--- src/pteis_pkg.sv ---
// constants shared by the timestamp event status and enable logic
`default_nettype none
package pteis_pkg;
   // register placement on the host bus (byte address)
   localparam logic [11:0] STATUS_ENABLE_OFFSET = 12'h198;
   localparam int ADDR_WIDTH = 12;
   localparam int DATA_WIDTH = 32;

   // flag positions in the status half
   localparam int FLAG_COUNT = 9;
   localparam int FLAG_TARGET = 0;
   localparam int FLAG_PIN_A = 1;
   localparam int FLAG_PIN_B = 2;
   localparam int FLAG_HOST_EGRESS = 3;
   localparam int FLAG_HOST_INGRESS = 4;
   localparam int FLAG_FIRST_EGRESS = 5;
   localparam int FLAG_FIRST_INGRESS = 6;
   localparam int FLAG_SECOND_EGRESS = 7;
   localparam int FLAG_SECOND_INGRESS = 8;

   // field bounds of the register word
   localparam int FLAG_LSB = 0;
   localparam int FLAG_MSB = 8;
   localparam int ENABLE_LSB = 16;
   localparam int ENABLE_MSB = 24;

   // reset values
   localparam logic [8:0] FLAG_RESET = 9'h000;
   localparam logic [8:0] ENABLE_RESET = 9'h000;
   localparam logic [31:0] READ_IDLE = 32'h00000000;

   // least active time of a capture pin
   localparam int CLK_PERIOD_NS = 5;
   localparam int CAPTURE_MIN_NS = 40;
   localparam int CAPTURE_MIN_CYCLES = (CAPTURE_MIN_NS + CLK_PERIOD_NS - 1) / CLK_PERIOD_NS;
   localparam int FILTER_COUNT_WIDTH = 4;
   localparam logic [3:0] FILTER_COUNT_ZERO = 4'h0;
   localparam logic [3:0] FILTER_COUNT_ONE = 4'h1;
   localparam logic [3:0] FILTER_COUNT_TOP = 4'(CAPTURE_MIN_CYCLES);
endpackage
`default_nettype wire

--- src/pteis_top.sv ---
// timestamp unit event status flags, enables and combined event output
`default_nettype none
// Behaviour
// - set flag 8 on second port ingress capture
// - set flag 7 on second port egress capture
// - set flag 6 on first port ingress capture
// - set flag 5 on first port egress capture
// - set flag 4 on host ingress capture
// - set flag 3 on host egress capture
// - set flag 2 on pin b capture
// - set flag 1 on pin a capture
// - pins edge detected, held over 40 ns
// - set flag 0 when clock reaches target
// - optional pin edge clears target flag
// - packet enables bits 24..19, reset zero
// - pin and target enables bits 18..16
// - writing one clears a flag
// - flags record regardless of enables
// - set and enabled flags form event bit
module pteis_top
   import pteis_pkg::*;
(
   input wire logic sys_clk,
   input wire logic reset,
   input wire logic [11:0] host_addr,
   input wire logic host_wr,
   input wire logic host_rd,
   input wire logic [31:0] host_wdata,
   output logic [31:0] host_rdata,
   output logic host_rdata_valid,
   input wire logic second_port_ingress_stamp,
   input wire logic second_port_egress_stamp,
   input wire logic first_port_ingress_stamp,
   input wire logic first_port_egress_stamp,
   input wire logic host_port_ingress_stamp,
   input wire logic host_port_egress_stamp,
   input wire logic capture_pin_a,
   input wire logic capture_pin_b,
   input wire logic pin_a_active_high,
   input wire logic pin_b_active_high,
   input wire logic pin_a_capture_on,
   input wire logic pin_b_capture_on,
   input wire logic target_clear_on_pin,
   input wire logic [63:0] clock_now,
   input wire logic [31:0] clock_target_upper_word,
   input wire logic [31:0] clock_target_lower_word,
   input wire logic system_timestamp_event_enable,
   output logic pin_a_edge,
   output logic pin_b_edge,
   output logic system_timestamp_event_bit,
   output logic system_interrupt_request
);
   typedef struct packed {
      logic [8:0] flags;
      logic [8:0] enables;
      logic [31:0] rdata;
      logic rvalid;
      logic event_bit;
      logic irq;
      logic edge_a;
      logic edge_b;
   } pteis_state_t;

   pteis_state_t state;
   pteis_state_t next_state;
   logic pulse_a;
   logic pulse_b;
   logic write_hit;
   logic read_hit;
   logic target_reached;
   logic any_active;
   logic [8:0] set_vec;
   logic [8:0] clear_vec;

   // exact match only; every other address reads as zero
   function automatic logic reg_hit(input logic [11:0] addr);
      reg_hit = (addr == STATUS_ENABLE_OFFSET);
   endfunction

   // the two capture pins share one filter design
   pteis_pin_filter filter_a (
      .sys_clk(sys_clk),
      .reset(reset),
      .pin(capture_pin_a),
      .active_high(pin_a_active_high),
      .edge_pulse(pulse_a)
   );

   pteis_pin_filter filter_b (
      .sys_clk(sys_clk),
      .reset(reset),
      .pin(capture_pin_b),
      .active_high(pin_b_active_high),
      .edge_pulse(pulse_b)
   );

   // compare, decode, flag update and read path
   always_comb begin
      next_state = state;
      write_hit = host_wr && reg_hit(host_addr);
      read_hit = host_rd && reg_hit(host_addr);
      target_reached = (clock_now >= {clock_target_upper_word, clock_target_lower_word});

      // hardware events, gathered without looking at the enables
      set_vec = '0;
      set_vec[FLAG_SECOND_INGRESS] = second_port_ingress_stamp;
      set_vec[FLAG_SECOND_EGRESS] = second_port_egress_stamp;
      set_vec[FLAG_FIRST_INGRESS] = first_port_ingress_stamp;
      set_vec[FLAG_FIRST_EGRESS] = first_port_egress_stamp;
      set_vec[FLAG_HOST_INGRESS] = host_port_ingress_stamp;
      set_vec[FLAG_HOST_EGRESS] = host_port_egress_stamp;
      set_vec[FLAG_PIN_B] = pulse_b && pin_b_capture_on;
      set_vec[FLAG_PIN_A] = pulse_a && pin_a_capture_on;
      set_vec[FLAG_TARGET] = target_reached;

      // software write-one clears, plus the optional pin clear of the target flag
      clear_vec = '0;
      if (write_hit) begin
         clear_vec = host_wdata[FLAG_MSB:FLAG_LSB];
      end
      if (target_clear_on_pin && (pulse_a || pulse_b)) begin
         clear_vec[FLAG_TARGET] = 1'b1;
      end

      // set applied last so a same-cycle event survives its clear
      next_state.flags = (state.flags & ~clear_vec) | set_vec;

      if (write_hit) begin
         next_state.enables = host_wdata[ENABLE_MSB:ENABLE_LSB];
      end

      // combined event; system request also needs the upper enable
      any_active = |(state.flags & state.enables);
      next_state.event_bit = any_active;
      next_state.irq = any_active && system_timestamp_event_enable;

      // reserved fields are padded with zeros on read
      next_state.rvalid = host_rd;
      next_state.rdata = READ_IDLE;
      if (read_hit) begin
         next_state.rdata[FLAG_MSB:FLAG_LSB] = state.flags;
         next_state.rdata[ENABLE_MSB:ENABLE_LSB] = state.enables;
      end

      next_state.edge_a = pulse_a;
      next_state.edge_b = pulse_b;
   end

   always_ff @(posedge sys_clk or posedge reset) begin
      if (reset) begin
         state.flags <= FLAG_RESET;
         state.enables <= ENABLE_RESET;
         state.rdata <= READ_IDLE;
         state.rvalid <= 1'b0;
         state.event_bit <= 1'b0;
         state.irq <= 1'b0;
         state.edge_a <= 1'b0;
         state.edge_b <= 1'b0;
      end else begin
         state <= next_state;
      end
   end

   // every output is a register bit
   assign host_rdata = state.rdata;
   assign host_rdata_valid = state.rvalid;
   assign system_timestamp_event_bit = state.event_bit;
   assign system_interrupt_request = state.irq;
   assign pin_a_edge = state.edge_a;
   assign pin_b_edge = state.edge_b;
endmodule
`default_nettype wire

--- src/pteis_pin_filter.sv ---
// capture pin synchroniser, width filter and active edge pulse
`default_nettype none
module pteis_pin_filter
   import pteis_pkg::*;
(
   input wire logic sys_clk,
   input wire logic reset,
   input wire logic pin,
   input wire logic active_high,
   output logic edge_pulse
);
   typedef struct packed {
      logic sync1;
      logic sync2;
      logic sync3;
      logic [3:0] count;
      logic pulse;
   } pteis_filter_t;

   pteis_filter_t state;
   pteis_filter_t next_state;
   logic agreed_active;

   // sync1 feeds only sync2; the agreement test looks at the later two stages
   always_comb begin
      next_state = state;
      next_state.sync1 = pin;
      next_state.sync2 = state.sync1;
      next_state.sync3 = state.sync2;
      agreed_active = (state.sync2 == state.sync3) && (state.sync3 == active_high);
      next_state.pulse = 1'b0;
      // one pulse per active period, only once it has lasted long enough
      if (agreed_active) begin
         if (state.count != FILTER_COUNT_TOP) begin
            next_state.count = state.count + FILTER_COUNT_ONE;
         end
         next_state.pulse = (state.count == FILTER_COUNT_TOP - FILTER_COUNT_ONE);
      end else begin
         next_state.count = FILTER_COUNT_ZERO; // short glitches never reach the top
      end
   end

   always_ff @(posedge sys_clk or posedge reset) begin
      if (reset) begin
         state <= '0;
      end else begin
         state <= next_state;
      end
   end

   assign edge_pulse = state.pulse;
endmodule
`default_nettype wire

--- config.mk ---
export PLATFORM = sky130hd
export DESIGN_NAME = pteis_top
export DESIGN_NICKNAME = d
export VERILOG_FILES = /design/src/pteis_pkg.sv /design/src/pteis_top.sv /design/src/pteis_pin_filter.sv
export SDC_FILE = /design/constraint.sdc
export NUM_CORES = 1
export LEC_CHECK = 0
export BUFFER_PORTS_ARGS = -buffer_cell sky130_fd_sc_hd__buf_2
export CAP_MARGIN = 20
export CORE_ASPECT_RATIO = 1.1
export CORE_UTILIZATION = 48
export DETAILED_ROUTE_END_ITERATION = 8
export PLACE_DENSITY = 0.86
export REMOVE_ABC_BUFFERS = 1
export SYNTH_ARGS = -nofsm -noshare
export SYNTH_HDL_FRONTEND = slang
export SYNTH_SLANG_ARGS = --single-unit
--- constraint.sdc ---
create_clock -name sys_clk -period 5 [get_ports sys_clk]
set_input_delay 1 -clock sys_clk [delete_from_list [all_inputs] [get_ports sys_clk]]
set_output_delay 1 -clock sys_clk [all_outputs]
set_load 0.01 [all_outputs]
**Word level (Yosys, flattened, before mapping)**

Index checks and enable logic that the tools add are counted.

- Bits in registers: 57
- Bits in latches: 0
- Memory bits (writable): 0
- Bits in read-only memories: 0
- Memories kept: 0

- $add $sub $neg: 2
- $mul: 0
- Div/mod/pow operators: 0
- Order comparisons: 1
- Equal/unequal tests: 11
- Shifts and indexed selects: 0
- Multiplexer cells: 10
- Bitwise logic cells: 4
- Reductions and logical operators: 10

Operators with widths:

| cell | count |
|---|---|
| 64-bit greater-or-equal comparator | 1 |
| 9-bit two-way mux | 3 |
| 9-bit AND | 2 |
| 4-bit two-way mux | 4 |
| 12-bit by 9-bit equality test with 1-bit output, second input constant | 1 |
| 9-bit NOT | 1 |
| 9-bit OR | 1 |
| 9-bit OR reduction | 1 |
| 4-bit by 1-bit adder with 4-bit output, second input constant | 2 |
| 4-bit by 3-bit equality test with 1-bit output, second input constant | 2 |
| 1-bit logical AND | 8 |
| 4-bit != test, second input constant | 2 |
| 1-bit equality test | 4 |
| 2-bit != test, second input constant | 2 |
| 1-bit two-way mux | 3 |
| 1-bit logical OR | 1 |

**Longest topological paths before layout**

- Depth in word-level cells: 7
- Depth in mapped cells: 8
- Depth with buffers taken out: 8

**Modules after synthesis**

Synthesis repeated with hierarchy kept, for this count alone.

- Cell total of the unflattened synthesis: 423
- Area total of the unflattened synthesis: 4070.2 um2

By module, submodules not included:

| module | instances | cells each | area an instance (um2) |
|---|---|---|---|
| pteis_top | 1 | 365 | 3369.5 |
| pteis_pin_filter | 2 | 29 | 350.3 |

**Worst setup path after synthesis**

OpenSTA, ideal clock, no wires.

- Path type: in2reg
- Start: input clock_now[0]
- End: register state[46] (netlist name)
- Setup time: 0.133 ns
- Arrival time: 2.383 ns
- Setup slack: 2.484 ns
- Stages: 8
- Cells stage by stage: inv_1 ha_1 nand2b_1 a2111oi_2 a2111oi_0 o311a_1 o211ai_1 nand4b_1

RTL lines:

| element | RTL line | text |
|---|---|---|
| from (decl) | pteis_top.sv:44 | `input wire logic [63:0] clock_now,` |
| to (signal assigned) | pteis_top.sv:160 | `state <= next_state;` |
| to (decl) | pteis_top.sv:64 | `pteis_state_t state;` |

==> results.md <==
- Synth top cells by count: inv_1, ha_1, dfrtp_1
- Yosys warns: 0
- DP HPWL: 8.18 mm
- Antenna viol nets, final: 0
- GRT overflow: 0
- Post-synthesis adder-cell area fraction: 21.4%
- Worst Path Required: 5200 ps
- Final wirelength: 9.55 mm
- Skew-Pair Late Insertion Delay: 330 ps
- Ant diodes: 0
- Final hold viol count: 0
- Initial Utilization: 49.8%
- Tcrit/Tclk final: 49.0%
- Clock Sink Count: 57
- Syn Area/Cell: 9.37 um2
- Post-synth top area share: 35.8%
- Syn Inst Count: 425
- Die X: 88.9 um
- Slew @ Worst Pin: 553 ps
- Final Net Count: 871
- CTS tree: yes
- Die area: 0.00867 mm2
- Post-synthesis sequential area ratio: 35.8%
- Die Ht: 97.6 um
- Core Rows: 34
- Register bit total from synthesis: 57
- Leak Pwr: 3.00 nW
- Post-synthesis cell area: 0.00398 mm2
- Total GRT Usage: 22.9%
- CP arrival: 2640 ps
- Port bufs: 198
- Simple-gate share of the synthesized area: 15.6%
- Root Buffer: clkbuf_8
- CP max stage delay: 370 ps
- Setup TNS: 0 ps
- Area contributors post-synth: dfrtp_1, ha_1, inv_1, buf_4, nand2_1
- Dominant cell by count in the synthesized netlist: inv_1
- Number of setup buffers added after CTS: 0
- Synth Area in Compound Gates: 9.96%
- Hold Slack: 348 ps
- CTS Hold Buffers Added: 0
- Max Fclk: 408 MHz
- Clk slew on worst S/H paths: 60 ps
- Area grow syn2layout: 28.3%
- Final GP Congestion: 0.822
- Post-synth cell types: 43
- Slew headroom: 63.1%
- Number of global-route vias before repair: 3,626
- Tmin final: 2450 ps
- Crit-path max FO: 1
- Initial antenna violation count: 0
- DRC: 0
- Slew Limit Fails: 0
- Ratio of cells with drive above 1 in the final layout: 37.4%
- Multiplexer share of the synthesized area: 3.05%
- Vias: 3,522
- Worst Skew: 3.44 ps
- H-Tree Depth: 3
- Synth Area in XOR/XNOR: 0.879%
- Via density: 4.85
- MaxCap Viol Count: 0
- Slowest CP cell: a2111oi_2
- Status: finished, final reports clean
- First-pass GRT wire length: 15.1 mm
- Pwr dens: 214 mW/mm2
- Peak VDD IR: 0.135 mV
- Crit path launch type: input port
- Top delay family on crit path: compound AO/OA/AOI/OAI gates
- I/O Pins: 227
- Resize count post-CTS: 0
- Crit path buf inv count: 2
- Most common flop cell mapped by yosys: dfrtp_1
- Largest net degree at the start of global routing: 32
- Largest family of logic cells by synthesized area: adder cells
- Starting DRT DRC Count: 87
- RSZ-0062 raised after global routing: no
- Crit Path Class: in -> reg
- Area leader, netlist: dfrtp_1
- Final setup violation count: 0
- CP Capture Type: flip-flop
- Fraction of registers with async set/reset: 100%
- Wire per inst: 13.2 um
- Pre-antenna DRT Iters: 6
- Cells along the critical path: buf_2 > inv_1 > ha_1 > nand2b_1 > a2111oi_2 > a2111oi_0 > o311a_1 > o211ai_1 > nand4b_1
- Core Area: 0.00800 mm2
- Number of flops mapped to enable cells by yosys: 0
- CTS buffer count: 9
- Max Buffers Root-to-Sink: 2
- Hold Path Class: reg -> reg
==> report_power, final <==
group / total, mW / switching (mW) / internal, mW / leakage, nW
Combinational: 0.209 / 0.104 / 0.105 / 2.17
Sequential: 0.473 / 0.00472 / 0.468 / 0.739
Clock: 0.410 / 0.168 / 0.242 / 0.0974
==> per-stage QoR <==
step	worst slack (ps)	cell area [um2]	utilization (%)	std cells	total power [mW]
6_report	2550	5110	63.9	726	1.09
4_1_cts	2540	5110	63.9	726	1.10
3_5_place_dp	2170	4920	61.5	710	0.689
5_1_grt	2420	5110	63.9	726	1.15
3_3_place_gp	2180	4900	61.3	709	0.674
2_1_floorplan	2480	3770	-	402	0.585
==> final cells by class <==
class	count	area, um2
Timing Repair Buffer	200	1020
Tap cell	108	135
Inverter	70	263
Multi-Input combinational cell	275	2080
Fill cell	660	2890
Clock inverter	3	40.0
Sequential cell	57	1430
Clock buffer	13	149
==> placed cells by master (no fill, tap or decap), types with 3 or more instances in the layout <==
master | synthesis | final
buf_2 | 1 | 198
inv_1 | 70 | 69
ha_1 | 68 | 68
dfrtp_1 | 57 | 57
nand2_1 | 37 | 37
a21oi_1 | 24 | 24
and2_1 | 20 | 20
nor2_1 | 17 | 17
conb_1 | 1 | 14
o21ai_0 | 12 | 12
nand3_1 | 10 | 10
clkbuf_8 | 0 | 10
mux2_2 | 9 | 9
a21o_1 | 7 | 7
and4_1 | 7 | 7
nor3_1 | 6 | 6
nand4_1 | 5 | 5
nand2b_1 | 3 | 3
a221oi_1 | 3 | 3
a22o_1 | 3 | 3
clkbuf_1 | 2 | 3
==> kinds of logic after synthesis <==
kind of cell / count (synthesis)
AND/OR/NAND/NOR: 116
adder cells (fa/ha/maj): 68
flip-flops: 57
buffers and inverters: 106
multiplexers: 11
XOR/XNOR: 4
other: 1
AO/OA/AOI/OAI: 62
==> routing by layer <==
metal	wire [um]	track usage (%)	up-vias	part of all wire [%]
li1	-	-	1763	-
met5	0	0	-	0
met3	667	5.18	19	7.0
met2	5060	44.2	160	53
met1	3590	22.4	1580	38
met4	228	9.31	0	2.4
==> state kept, by name, summed over array words and instances, names as in the netlist <==
register and count:
host_rdata 18, state 18, filter_a.state 5, filter_b.state 5, filter_a.next_state 2, filter_b.next_state 2, filter_a.edge_pulse 1, filter_b.edge_pulse 1
host_rdata_valid 1, pin_a_edge 1, pin_b_edge 1, system_interrupt_request 1, system_timestamp_event_bit 1
==> worst paths after layout <==
kind,depth (start not counted),slack (ps),startpoint,endpoint
worst max-delay path,9,2550,clock_now[0],state[46]
worst min-delay path,0,350,filter_a.next_state[6],filter_a.next_state[5]
worst max register to register,6,3610,filter_b.state[1],filter_b.state[2]
worst min register to register,0,350,filter_a.next_state[6],filter_a.next_state[5]
max in group asynchronous,3,3740,reset,state[53]
min in group asynchronous,2,720,reset,state[46]
Power figures use the tool's default switching activity.
